File: config.mk
export PLATFORM = sky130hd
export DESIGN_NAME = mic_irq_ctrl
export DESIGN_NICKNAME = d
export VERILOG_FILES = /design/src/mic_pkg.sv /design/src/mic_stack.sv /design/src/mic_wb_slave.sv /design/src/mic_irq_ctrl.sv
export SDC_FILE = /design/constraint.sdc
export NUM_CORES = 1
export LEC_CHECK = 0
export BUFFER_PORTS_ARGS = -buffer_cell sky130_fd_sc_hd__buf_4
export CELL_PAD_IN_SITES_DETAIL_PLACEMENT = 1
export CELL_PAD_IN_SITES_GLOBAL_PLACEMENT = 2
export CORE_ASPECT_RATIO = 1.1
export CORE_MARGIN = 5
export CORE_UTILIZATION = 37
export CTS_BUF_LIST = sky130_fd_sc_hd__clkbuf_8
export CTS_CLUSTER_DIAMETER = 200
export DETAILED_ROUTE_END_ITERATION = 10
export GPL_TIMING_DRIVEN = 0
export PLACE_DENSITY = 0.83
export REMOVE_ABC_BUFFERS = 1
export SETUP_SLACK_MARGIN = 0.02
export SYNTH_ARGS = -nofsm -noshare
export SYNTH_HDL_FRONTEND = slang
export SYNTH_HIERARCHICAL = 1
export SYNTH_SLANG_ARGS = --single-unit
File: constraint.sdc
create_clock -name clk_i -period 3.8 [get_ports clk_i]
set_input_delay 0.95 -clock clk_i [delete_from_list [all_inputs] [get_ports clk_i]]
set_output_delay 0.95 -clock clk_i [all_outputs]
set_load 0.02 [all_outputs]
File: src/mic_pkg.sv
package mic_pkg;
  // register byte addresses on the wishbone bus
  localparam logic [3:0] ADDR_GROUP_TWO   = 4'h0;
  localparam logic [3:0] ADDR_GROUP_THREE = 4'h4;
  localparam logic [3:0] ADDR_CONTROL     = 4'h8;
  localparam logic [3:0] ADDR_STATUS      = 4'hC;
  // group two field positions
  localparam int DMF_BIT  = 7;
  localparam int LVF_BIT  = 6;
  localparam int XPF_BIT  = 5;
  localparam int SMF_BIT  = 4;
  localparam int DME_BIT  = 3;
  localparam int LVE_BIT  = 2;
  localparam int XPE_BIT  = 1;
  localparam int SME_BIT  = 0;
  // group three field positions
  localparam int TAF_BIT  = 5;
  localparam int TPF_BIT  = 4;
  localparam int TAE_BIT  = 1;
  localparam int TPE_BIT  = 0;
  localparam logic [7:0] GROUP_THREE_MASK = 8'h33;
  // control register fields
  localparam int GIE_BIT  = 0;
  localparam int MF2E_BIT = 1;
  localparam int MF3E_BIT = 2;
  localparam int MF2F_BIT = 4;
  localparam int MF3F_BIT = 5;
  localparam logic [7:0] CONTROL_WMASK = 8'h37;
  localparam logic [7:0] RESET_VALUE = 8'h00;
  // vectors and stack
  localparam int PC_W    = 12;
  localparam int DEPTH   = 8;
  localparam int SP_W    = 4;
  localparam logic [PC_W-1:0] VEC_GROUP_TWO   = 12'h014;
  localparam logic [PC_W-1:0] VEC_GROUP_THREE = 12'h018;
  typedef enum logic [1:0] {
    MIC_SRC_NONE,
    MIC_SRC_TWO,
    MIC_SRC_THREE
  } mic_src_t;
endpackage

File: src/mic_stack.sv
`timescale 1ns/1ns
`default_nettype none
module mic_stack (
  input  wire logic                        clk_i,
  input  wire logic                        rst_i,
  input  wire logic                        push_i,
  input  wire logic                        pop_i,
  input  wire logic [mic_pkg::PC_W-1:0]    data_i,
  output logic      [mic_pkg::PC_W-1:0]    top_o,
  output logic                             full_o,
  output logic      [mic_pkg::SP_W-1:0]    level_o
);
  logic [mic_pkg::PC_W-1:0] mem [mic_pkg::DEPTH];
  logic [mic_pkg::SP_W-1:0] sp;
  always_ff @(posedge clk_i) begin
    if (rst_i) begin
      sp <= '0;
    end else if (push_i && !full_o) begin
      sp <= sp + 4'h1;
    end else if (pop_i && sp != 4'h0) begin
      sp <= sp - 4'h1;
    end
  end
  always_ff @(posedge clk_i) begin
    if (push_i && !full_o) begin
      mem[sp[2:0]] <= data_i;
    end
  end
  always_ff @(posedge clk_i) begin
    if (rst_i) begin
      top_o <= '0;
    end else if (pop_i && sp != 4'h0) begin
      top_o <= mem[sp[2:0] - 3'h1];
    end
  end
  assign full_o  = (sp == 4'h8);
  assign level_o = sp;
endmodule
`default_nettype wire

File: src/mic_wb_slave.sv
`timescale 1ns/1ns
`default_nettype none
module mic_wb_slave (
  input  wire logic       clk_i,
  input  wire logic       rst_i,
  input  wire logic       cyc_i,
  input  wire logic       stb_i,
  output logic            ack_o,
  output logic            wr_o,
  output logic            rd_o
);
  // one access per cycle of the handshake, ack one edge after request
  always_ff @(posedge clk_i) begin
    if (rst_i) begin
      ack_o <= 1'b0;
    end else begin
      ack_o <= cyc_i && stb_i && !ack_o;
    end
  end
  assign wr_o = 1'b0;
  assign rd_o = cyc_i && stb_i && !ack_o;
endmodule
`default_nettype wire

File: src/mic_irq_ctrl.sv
// Register access over Wishbone and the address map are this design's own decisions.
`timescale 1ns/1ns
`default_nettype none
// How it works
// - bit 7 group two holds data memory request
// - bit 6 group two holds low voltage request
// - bit 5 group two holds external peripheral request
// - bit 4 group two holds serial module request
// - bits 3..0 group two enable those sources
// - group three bits 5,4 hold timer requests
// - group three bits 1,0 enable timer requests
// - unused bits read zero, all reset zero
// - trigger sets flag regardless of enable
// - only enabled sources generate a call
// - global enable low blocks every interrupt
// - service pushes program counter on stack
// - service loads program counter with vector
// - return pops saved program counter
// - service clears global enable automatically
// - flags still set while globally blocked
// - no acknowledge while stack is full
// - newly set flag wakes from sleep or idle
// - grouped sources share a multi-function vector
// - a member flag newly set while its own enable is set sets its group flag
// - service clears group flag, not member flags
module mic_irq_ctrl (
  input  wire logic                     clk_i,
  input  wire logic                     rst_i,
  input  wire logic                     cyc_i,
  input  wire logic                     stb_i,
  input  wire logic                     we_i,
  input  wire logic [3:0]               sel_i,
  input  wire logic [3:0]               adr_i,
  input  wire logic [31:0]              dat_i,
  output logic      [31:0]              dat_o,
  output logic                          ack_o,
  input  wire logic                     data_memory_event_i,
  input  wire logic                     low_voltage_event_i,
  input  wire logic                     ext_peripheral_event_i,
  input  wire logic                     serial_module_event_i,
  input  wire logic                     timer3_cmp_a_event_i,
  input  wire logic                     timer3_cmp_p_event_i,
  input  wire logic                     insn_boundary_i,
  input  wire logic                     return_from_interrupt_i,
  input  wire logic [mic_pkg::PC_W-1:0] next_pc_i,
  input  wire logic                     low_power_i,
  output logic                          pc_load_o,
  output logic      [mic_pkg::PC_W-1:0] pc_value_o,
  output logic                          wake_o,
  output logic                          stack_full_o
);
  logic [7:0] group_two;
  logic [7:0] group_three;
  logic       global_irq_enable;
  logic       mf2_enable;
  logic       mf3_enable;
  logic       mf2_flag;
  logic       mf3_flag;
  logic       req_take;
  logic       do_wr;
  logic       wr_unused;
  logic       pending_return;
  logic       pop_done;
  logic       stack_full;
  logic [mic_pkg::SP_W-1:0] stack_level;
  logic [mic_pkg::PC_W-1:0] stack_top;
  mic_pkg::mic_src_t next_src;
  logic       service;
  logic [5:0] ev_rise;
  logic [5:0] ev_prev;
  logic [5:0] member_set;

  function automatic logic [7:0] merge_byte(input logic [7:0] old,
                                            input logic [7:0] nw,
                                            input logic       en);
    merge_byte = en ? nw : old;
  endfunction

  mic_wb_slave u_bus (
    .clk_i (clk_i),
    .rst_i (rst_i),
    .cyc_i (cyc_i),
    .stb_i (stb_i),
    .ack_o (ack_o),
    .wr_o  (wr_unused),
    .rd_o  (req_take)
  );

  // write takes effect on the ack edge, as the master samples it there
  assign do_wr = cyc_i && stb_i && we_i && ack_o;

  // events are pulse-or-level; an edge marks a fresh trigger
  always_ff @(posedge clk_i) begin
    if (rst_i) begin
      ev_prev <= 6'h00;
    end else begin
      ev_prev <= {data_memory_event_i, low_voltage_event_i,
                  ext_peripheral_event_i, serial_module_event_i,
                  timer3_cmp_a_event_i, timer3_cmp_p_event_i};
    end
  end
  assign ev_rise = {data_memory_event_i, low_voltage_event_i,
                    ext_peripheral_event_i, serial_module_event_i,
                    timer3_cmp_a_event_i, timer3_cmp_p_event_i} & ~ev_prev;

  // group two: flags in the high nibble, enables in the low
  always_ff @(posedge clk_i) begin
    if (rst_i) begin
      group_two <= mic_pkg::RESET_VALUE;
    end else begin
      logic [7:0] v;
      v = group_two;
      if (do_wr && adr_i == mic_pkg::ADDR_GROUP_TWO) begin
        v = merge_byte(v, dat_i[7:0], sel_i[0]);
      end
      // set wins over a software clear in the same cycle
      if (ev_rise[5]) v[mic_pkg::DMF_BIT] = 1'b1;
      if (ev_rise[4]) v[mic_pkg::LVF_BIT] = 1'b1;
      if (ev_rise[3]) v[mic_pkg::XPF_BIT] = 1'b1;
      if (ev_rise[2]) v[mic_pkg::SMF_BIT] = 1'b1;
      group_two <= v;
    end
  end

  always_ff @(posedge clk_i) begin
    if (rst_i) begin
      group_three <= mic_pkg::RESET_VALUE;
    end else begin
      logic [7:0] v;
      v = group_three;
      if (do_wr && adr_i == mic_pkg::ADDR_GROUP_THREE) begin
        v = merge_byte(v, dat_i[7:0], sel_i[0]);
      end
      if (ev_rise[1]) v[mic_pkg::TAF_BIT] = 1'b1;
      if (ev_rise[0]) v[mic_pkg::TPF_BIT] = 1'b1;
      group_three <= v & mic_pkg::GROUP_THREE_MASK;
    end
  end

  // a member counts only when its own enable is set
  assign member_set[5] = ev_rise[5] && group_two[mic_pkg::DME_BIT];
  assign member_set[4] = ev_rise[4] && group_two[mic_pkg::LVE_BIT];
  assign member_set[3] = ev_rise[3] && group_two[mic_pkg::XPE_BIT];
  assign member_set[2] = ev_rise[2] && group_two[mic_pkg::SME_BIT];
  assign member_set[1] = ev_rise[1] && group_three[mic_pkg::TAE_BIT];
  assign member_set[0] = ev_rise[0] && group_three[mic_pkg::TPE_BIT];

  // group flags, set by members, cleared by service or software
  always_ff @(posedge clk_i) begin
    if (rst_i) begin
      mf2_flag <= 1'b0;
    end else if (|member_set[5:2]) begin
      mf2_flag <= 1'b1;
    end else if (service && next_src == mic_pkg::MIC_SRC_TWO) begin
      mf2_flag <= 1'b0;
    end else if (do_wr && adr_i == mic_pkg::ADDR_CONTROL && sel_i[0]) begin
      mf2_flag <= dat_i[mic_pkg::MF2F_BIT];
    end
  end

  always_ff @(posedge clk_i) begin
    if (rst_i) begin
      mf3_flag <= 1'b0;
    end else if (|member_set[1:0]) begin
      mf3_flag <= 1'b1;
    end else if (service && next_src == mic_pkg::MIC_SRC_THREE) begin
      mf3_flag <= 1'b0;
    end else if (do_wr && adr_i == mic_pkg::ADDR_CONTROL && sel_i[0]) begin
      mf3_flag <= dat_i[mic_pkg::MF3F_BIT];
    end
  end

  always_ff @(posedge clk_i) begin
    if (rst_i) begin
      mf2_enable <= 1'b0;
      mf3_enable <= 1'b0;
    end else if (do_wr && adr_i == mic_pkg::ADDR_CONTROL && sel_i[0]) begin
      mf2_enable <= dat_i[mic_pkg::MF2E_BIT];
      mf3_enable <= dat_i[mic_pkg::MF3E_BIT];
    end
  end

  // priority: group two ahead of group three
  always_comb begin
    next_src = mic_pkg::MIC_SRC_NONE;
    if (mf2_flag && mf2_enable) begin
      next_src = mic_pkg::MIC_SRC_TWO;
    end else if (mf3_flag && mf3_enable) begin
      next_src = mic_pkg::MIC_SRC_THREE;
    end
  end

  // stall while the stack has no room; the flag stays for later
  assign service = insn_boundary_i && global_irq_enable &&
                   !stack_full &&
                   !return_from_interrupt_i &&
                   next_src != mic_pkg::MIC_SRC_NONE;

  always_ff @(posedge clk_i) begin
    if (rst_i) begin
      global_irq_enable <= 1'b0;
    end else if (service) begin
      global_irq_enable <= 1'b0;
    end else if (do_wr && adr_i == mic_pkg::ADDR_CONTROL && sel_i[0]) begin
      global_irq_enable <= dat_i[mic_pkg::GIE_BIT];
    end
  end

  mic_stack u_stack (
    .clk_i   (clk_i),
    .rst_i   (rst_i),
    .push_i  (service),
    .pop_i   (return_from_interrupt_i),
    .data_i  (next_pc_i),
    .top_o   (stack_top),
    .full_o  (stack_full),
    .level_o (stack_level)
  );

  // pc load is registered on the same edge as the push; a pop loads no pc
  always_ff @(posedge clk_i) begin
    if (rst_i) begin
      pc_load_o      <= 1'b0;
      pc_value_o     <= '0;
      pending_return <= 1'b0;
    end else begin
      pending_return <= return_from_interrupt_i && stack_level != 4'h0;
      pc_load_o      <= service;
      if (service) begin
        pc_value_o <= (next_src == mic_pkg::MIC_SRC_TWO) ?
                      mic_pkg::VEC_GROUP_TWO :
                      mic_pkg::VEC_GROUP_THREE;
      end
    end
  end
  assign pop_done = pending_return;

  // wake only on a flag rising while in a low-power mode
  always_ff @(posedge clk_i) begin
    if (rst_i) begin
      wake_o <= 1'b0;
    end else begin
      wake_o <= low_power_i && (|ev_rise);
    end
  end

  always_ff @(posedge clk_i) begin
    if (rst_i) begin
      dat_o <= 32'h0000_0000;
    end else if (req_take && !we_i) begin
      if (adr_i == mic_pkg::ADDR_GROUP_TWO) begin
        dat_o <= {24'h000000, group_two};
      end else if (adr_i == mic_pkg::ADDR_GROUP_THREE) begin
        dat_o <= {24'h000000, group_three};
      end else if (adr_i == mic_pkg::ADDR_CONTROL) begin
        dat_o <= {26'h0000000, mf3_flag, mf2_flag, 1'b0,
                  mf3_enable, mf2_enable, global_irq_enable};
      end else if (adr_i == mic_pkg::ADDR_STATUS) begin
        dat_o <= {19'h00000, pop_done, stack_level, 3'h0, stack_top[4:0]};
      end else begin
        dat_o <= 32'h0000_0000;
      end
    end
  end

  assign stack_full_o = stack_full;
endmodule
`default_nettype wire

Word-level counts from Yosys, hierarchy flattened
Memory sizes are Yosys's and may differ from the RTL's. A register that Yosys moved wholly into a read port is not among the register bits.
Cells that the tools add are included.
{ "totals": {"reg_bits": 75, "latch_bits": 0, "ram_bits": 96, "rom_bits": 0, "elab_cells": 120, "mem_count": 1} }
{ "classes": {"addsub": 3, "n_mul": 0, "div": 0, "order_cmp": 0, "n_eq_ne": 6, "n_shift": 0, "n_mux": 27, "n_bitwise": 2, "n_reduce_logical": 60} }
{ "mem_list": {"columns": ["name", "words", "word_bits", "rd", "rd_clocked_by_memory_dff", "write_ports", "line", "source"], "rows": [
  ["u_stack.mem", 8, 12, 1, 1, 1, "mic_stack.sv:13", "logic [mic_pkg::PC_W-1:0] mem [mic_pkg::DEPTH];"]
]} }
{ "ops": {"columns": ["cell", "n"], "rows": [
  ["$mux W13", 4],
  ["$reduce_bool A2 Y1", 14],
  ["$logic_and A1 B1 Y1", 26],
  ["$mux W8", 2],
  ["$reduce_and A2 Y1", 8],
  ["$mux W1", 14],
  ["$eq A4 B4 Y1 const B", 3],
  ["$mux W4", 3],
  ["$mux W6", 2],
  ["$and A6 B6 Y6", 1],
  ["$not A6 Y6", 1],
  ["$reduce_bool A3 Y1", 2],
  ["$reduce_or A6 Y1", 1],
  ["$add A4 B1 Y4 const B", 1],
  ["$eq A4 B3 Y1 const B", 1],
  ["$logic_not A1 Y1", 4],
  ["$logic_not A4 Y1", 1],
  ["$mux W2", 2],
  ["$reduce_bool A4 Y1", 1],
  ["$reduce_or A2 Y1", 2],
  ["$reduce_or A4 Y1", 1],
  ["$sub A4 B1 Y4 const B", 1],
  ["$sub A3 B1 Y3 const B", 1],
  ["$eq A2 B1 Y1 const B", 1],
  ["$eq A2 B2 Y1 const B", 1]
]} }

Logic depth before layout (Yosys ltp)
Gate-level depths: netlist (run 1).
{ "logic_depth": {"ltp_word": 8, "depth_mapped": 13, "depth_no_buf": 11} }

Cells and area by module
Netlist (run 1), hierarchy kept.
{ "by_module_without_submodules": {"columns": ["mod", "instances", "cells_per_inst", "area_each_um2", "seq_area_each_um2"], "rows": [
  ["mic_stack", 1, 219, 4320.4, 3203.1],
  ["mic_irq_ctrl", 1, 217, 2021.9, 840.8],
  ["mic_wb_slave", 1, 5, 53.8, 20.0]
]} }

Worst setup path before layout (run 1)
No wires, ideal clock.
{ "synth_path": {"path_kind": "register to register", "from": "register u_stack.sp, in the netlist u_stack/level_o[0]", "to": "register u_stack.sp, in the netlist u_stack/level_o[3]", "setup_ps": 103, "arrival_ps": 3637, "required_ps": 3697, "path_slack_ps": 60, "stages_incl_launch_ff": 14, "synth_period_minus_slack_ps": 3740, "cell_sequence": "dfxtp_1 -> buf_6 -> buf_6 -> inv_1 -> ha_1 -> and3b_1 -> and4bb_1 -> a21boi_1 -> nand2b_1 -> ha_1 -> a21o_1 -> a2111oi_2 -> a211oi_1 -> a2111oi_2"} }
{ "synth_between": {"elab_chain_len": 7} }
{ "synth_lines": {"columns": ["element", "line", "source"], "rows": [
  ["start: declaration", "mic_stack.sv:14", "logic [mic_pkg::SP_W-1:0] sp;"],
  ["start signal: assignment", "mic_stack.sv:19", "sp <= sp + 4'h1;"],
  ["start signal: assignment", "mic_stack.sv:21", "sp <= sp - 4'h1;"],
  ["$eq A4 B4 Y1 (*)", "mic_stack.sv:36", "assign full_o = (sp == 4'h8);"],
  ["via stack_full_o", "mic_irq_ctrl.sv:50", "output logic stack_full_o"],
  ["$logic_not A1 Y1 (*)", "mic_irq_ctrl.sv:195", "!stack_full &&"],
  ["$logic_and A1 B1 Y1 (*)", "mic_irq_ctrl.sv:194", "assign service = insn_boundary_i && global_irq_enable &&"],
  ["$logic_and A1 B1 Y1 (*)", "mic_irq_ctrl.sv:195", null],
  ["$logic_and A1 B1 Y1 (*)", "mic_irq_ctrl.sv:196", "!return_from_interrupt_i &&"],
  ["via service", "mic_irq_ctrl.sv:68", "logic service;"],
  ["$logic_and A1 B1 Y1 (*)", "mic_stack.sv:18", "end else if (push_i && !full_o) begin"],
  ["$mux W4 / $reduce_bool A2 Y1 (equally long branches)", null, null]
]} }
The timed path passes the listed nets; every way through them passes the cells marked *. The select of a mux whose other input is x is not followed.
A chain may end at the register's enable or synchronous reset.

Worst setup path in the final report (run 1)
{ "layout_path": {"from": "register u_stack.sp, in the netlist u_stack/level_o[0]", "to": "register u_stack.sp, in the netlist u_stack/level_o[3]"} }
{ "layout_between": {"elab_chain_len": 7} }
{ "layout_lines": {"columns": ["element", "line"], "rows": [
  ["$eq A4 B4 Y1 (*)", "mic_stack.sv:36"],
  ["$logic_not A1 Y1 (*)", "mic_irq_ctrl.sv:195"],
  ["$logic_and A1 B1 Y1 (*)", "mic_irq_ctrl.sv:194"],
  ["$logic_and A1 B1 Y1 (*)", "mic_irq_ctrl.sv:195"],
  ["$logic_and A1 B1 Y1 (*)", "mic_irq_ctrl.sv:196"],
  ["via service", "mic_irq_ctrl.sv:68"],
  ["$logic_and A1 B1 Y1 (*)", "mic_stack.sv:18"],
  ["$mux W4 / $reduce_bool A2 Y1 (equally long branches)", null]
]} }
Marked as above.

==> results.cfg, run 1 <==
[yosys]
synth_area_um2 = 4134
syn_area_per_cell_um2 = 11.88
synth_cells = 348
yosysWarnings = 6

[pwr]
ir_drop_v = 0.0002444
power_density_nw_per_um2 = 494.2
p_leak_uw = 0.001795

[global_routing]
antenna_found_initial = 0
grt_max_degree = 45
grt_usage = 0.1400
grt-ovfl-total = 0
grt_pass1_wl_mm = 14.90
grt_pass1_vias = 2867

[setup_path]
reg2reg_depth = 11
path_cells = inv_1 -> ha_1 -> and3b_1 -> and4bb_1 -> a21boi_4 -> nand2b_1 -> ha_1 -> a21o_1 -> a2111oi_2 -> a211oi_1 -> a2111oi_2
path_buf_inv = 1
crit_fanout = 18
arrival_ns = 3.74
required_ns = 4.07
worst-setup-path-type = flop to flop
critical_path.startpoint_type = flop
regToRegSetupSlack_ns = 0.33
cp.depth = 11
slowest_delay_ns = 0.55
crit_path_end_kind = flop
path_delay_family = compound AO/OA/AOI/OAI gates
cp_slowest_cell = dfxtp_4

[timing]
hold_viol_final = 0
fin_ws_ns = 0.3256
tightest_slew_ns = 0.8407
relSlewSlack = 0.4384
fmax_mhz = 287.8
finClkSkew_ns = 0.01090
maxSlewViolCount = 0
tns_ns = 0
post-route-min-period_ns = 3.474
hold_ws_ns = 0.4563
rsz0062_at_grt = false
fin_crit_sh = 0.9143
setup_viol = 0

[clock_tree]
ctsLongestPathBuffers = 2
clockRootBuffer = clkbuf_8
insertion_delay_ns = 0.37
ctsHoldBuffers = 0
cts_buffers = 9
htreeDepth = 3
cts_tree = done
cts.sinks = 92
clk_pin_slew_worst_paths_ns = 0.10

[final_layout]
diodes = 0
nNetsFinal = 462
mostFrequentLayoutCells = buf_4 (54), dfxtp_1 (51), edfxtp_1 (40), nor2_1 (32), conb_1 (28)
area_growth_pct = 13.95
final-seq-area_um2 = 2246
fillers = 1219
layout_commonest_cell = buf_4
final_cells = 544
final_area_um2 = 4711
drive_gt1_frac = 0.2343
multiInputGateArea_um2 = 1657

[floorplanning]
ios = 114
fp.dieW_um = 110.8
core_region_area_um2 = 10910
start_util = 0.3789
dieArea_um2 = 13390
row_count = 40
die_h_um = 120.9

[hold_path]
hold_class = flop to flop
hold_depth = 2

[detailed_routing]
dr.pass1.iters = 4
drt-initial-drc-count = 102
remaining_drc_errors = 0
via_per_inst = 4.952
via_count = 2694
detail-route-antenna-nets = 0
wl_mm = 9.168
wl_per_cell_um = 16.85

[placed_design]
place.gp.congestion = 0.7430
dp.cells = 525
place_area_um2 = 4477
place_hpwl_mm = 6.824
port_buffers = 51
pre_cts_ws_ns = -0.9602

[flow_run]
drv_cap = 0

[outcome]
outcome = finished clean
-- repair_timing --
action / 4_1_cts / 5_1_grt
buffers inserted: 0 / 3
pin swaps: 0 / 0
resized for setup: 4 / 0
endpoints found under the setup margin: 44 / 1
-- layout make-up --
type	instances	share of cell area
Inverter	6	0.004781
Multi-Input combinational cell	229	0.3517
Timing Repair Buffer	54	0.08606
Clock buffer	9	0.02629
Tap cell	147	0.03904
Sequential cell	92	0.4768
Clock inverter	7	0.01541
-- worst reg2reg max path, stage by stage, from the launching register on --
cell	delay, ns
dfxtp_4	0.55
inv_1	0.14
ha_1	0.27
and3b_1	0.23
and4bb_1	0.36
a21boi_4	0.36
nand2b_1	0.17
ha_1	0.30
a21o_1	0.20
a2111oi_2	0.41
a211oi_1	0.12
a2111oi_2	0.28
-- through the flow --
step	total power, µW	util
after floorplan	1547	-
after global placement	1688	0.4103
after detailed placement	1706	0.4103
after CTS	2356	0.4297
after global routing	2466	0.4318
final	2328	0.4318
-- where the power goes --
group,switching (µW),internal (µW),leakage [µW]
Combinational,271,263,0.000913
Clock,388,259,0.0000974
Sequential,72.2,1070,0.000785
Total,732,1600,0.00179
-- state kept, by name, summed over array words and instances (netlist names) --
name               cells
dat_o                 13
global_irq_enable      1
u_bus/ack_o            1
pending_return         1
mf3_flag               1
ev_prev                6
u_stack/mem           40
pc_value_o             3
mf3_enable             1
u_stack/top_o          5
mf2_flag               1
pc_load_o              1
u_stack/level_o        4
group_two              8
group_three            4
mf2_enable             1
wake_o                 1
-- metal layers --
| layer | vias up | part of all wire | GRT usage |
|---|---|---|---|
| li1 | 1303 | - | - |
| met1 | 1329 | 0.40 | 0.1557 |
| met2 | 51 | 0.55 | 0.2633 |
| met3 | 11 | 0.034 | 0.03342 |
| met4 | 0 | 0.012 | 0.04388 |
| met5 | - | 0 | 0 |
-- path summary, 6_finish.rpt --
check | start | end
worst max-delay path | u_stack/level_o[0] | u_stack/level_o[3]
worst max register to register | u_stack/level_o[0] | u_stack/level_o[3]
worst min-delay path | pending_return | dat_o[12]
worst min register to register | pending_return | dat_o[12]
No activity file was read; power rests on OpenSTA's default activity.
==> run 2: changes to the inputs <==
PLACE_DENSITY = default   (was 0.83)
PLACE_DENSITY_LB_ADDON = 0.1   (was default)
REMOVE_ABC_BUFFERS = default   (was 1)
==> results.cfg, run 2 (same netlist as run 1, synthesis figures left out) <==
[placed_design]
place.gp.congestion = 0.7411
place_area_um2 = 4802
port_buffers = 51
place_hpwl_mm = 7.642

[timing]
post-route-min-period_ns = 3.465
hold_ws_ns = 0.4566
rsz0062_at_grt = false
hold_viol_final = 0
setup_viol = 0
tns_ns = 0
maxSlewViolCount = 0
relSlewSlack = 0.5587
fmax_mhz = 288.6
tightest_slew_ns = 0.6620
fin_crit_sh = 0.9117
finClkSkew_ns = 0.008431

[clock_tree]
htreeDepth = 3
clockRootBuffer = clkbuf_8
cts.sinks = 92
cts_buffers = 9
ctsLongestPathBuffers = 2
insertion_delay_ns = 0.35
cts_tree = done
ctsHoldBuffers = 0
clk_pin_slew_worst_paths_ns = 0.09

[detailed_routing]
dr.pass1.iters = 5
drt-initial-drc-count = 56
wl_per_cell_um = 17.01
remaining_drc_errors = 0
via_count = 2838
detail-route-antenna-nets = 0
via_per_inst = 4.810
wl_mm = 10.04

[pwr]
ir_drop_v = 0.0002264
power_density_nw_per_um2 = 476.1
p_leak_uw = 0.001994

[hold_path]
hold_class = flop to flop

[global_routing]
grt_usage = 0.1577
grt-ovfl-total = 0
grt_pass1_wl_mm = 16.50
antenna_found_initial = 0
grt_max_degree = 16
grt_pass1_vias = 3097

[setup_path]
arrival_ns = 3.72
path_cells = buf_6 -> buf_6 -> inv_1 -> ha_1 -> and3b_1 -> and4bb_1 -> a21boi_4 -> nand2b_1 -> ha_1 -> a21o_1 -> a2111oi_2 -> a211oi_1 -> a2111oi_2
cp_slowest_cell = dfxtp_2
worst-setup-path-type = flop to flop
critical_path.startpoint_type = flop
slowest_delay_ns = 0.44
required_ns = 4.06
crit_path_end_kind = flop
crit_fanout = 7

[final_layout]
final_area_um2 = 5014
nNetsFinal = 508
mostFrequentLayoutCells = buf_4 (81), dfxtp_1 (51), edfxtp_1 (40), nor2_1 (32), conb_1 (28)
area_growth_pct = 21.28
drive_gt1_frac = 0.2822
utilization = 0.4595
diodes = 0
layout_commonest_cell = buf_4
largest_reg_flops = 40

[floorplanning]
dieArea_um2 = 13390
core_region_area_um2 = 10910
row_count = 40
start_util = 0.3789
fp.dieW_um = 110.8
die_h_um = 120.9
ios = 114

[outcome]
outcome = finished clean

[flow_run]
drv_cap = 0
-- run 2: changes by cell type in the layout (fill, tap and decap cells not counted), sizes merged --
cell    before  now
clkbuf       9   21
buf         54   88
bufinv       0    1
clkinv       1    3
inv         11    8
-- run 2: metrics by stage --
step,setup WS (ns),instances,power [µW]
2_1_floorplan,0.1555,375,1608
3_3_place_gp,-0.6857,573,1768
3_5_place_dp,-0.7400,573,1779
4_1_cts,0.1675,590,2427
5_1_grt,0.1347,590,2535
6_report,0.3354,590,2387
-- run 2: worst paths after layout --
path	from	endpoint	slack, ns	depth (start not counted)
worst max-delay path	u_stack/level_o[0]	u_stack/level_o[3]	0.34	13
worst min-delay path	dat_o[7]	dat_o[7]	0.46	2
worst max register to register	u_stack/level_o[0]	u_stack/level_o[3]	0.34	13
worst min register to register	dat_o[7]	dat_o[7]	0.46	2
-- run 2: worst max-delay path: cells and delay by family (launching register included) --
kind / cells / cell delay (ns)
DFF: 1 / 0.44
AOI/OAI and AO/OA: 5 / 1.26
buffers and inverters: 3 / 0.38
adders and majority gates: 2 / 0.54
and+or+nand+nor: 3 / 0.73
-- run 2: per-layer routing --
metal,GRT usage,share of wire
met4,0.04388,0.0071
met2,0.2800,0.51
met3,0.03890,0.041
met1,0.1907,0.44
met5,0,0
-- run 2: repair_timing --
action	in CTS	in global routing
setup endpoints to repair	43	1
resized for setup	2	1
buffers inserted	1	0
-- run 2: cell type report --
cell class / instances / area [µm²]
Fill cell: 1240 / 5897
Sequential cell: 92 / 2243
Multi-Input combinational cell: 229 / 1657
Timing Repair Buffer: 52 / 390.4
Buffer: 48 / 325.3
Tap cell: 147 / 183.9
Clock buffer: 9 / 123.9
Clock inverter: 7 / 67.56
Inverter: 6 / 22.52
-- run 2: where the power goes --
part / total (µW) / internal, µW / switching, µW
clock: 641 / 302 / 339
sequential: 1130 / 1070 / 61.6
combinational: 612 / 305 / 307
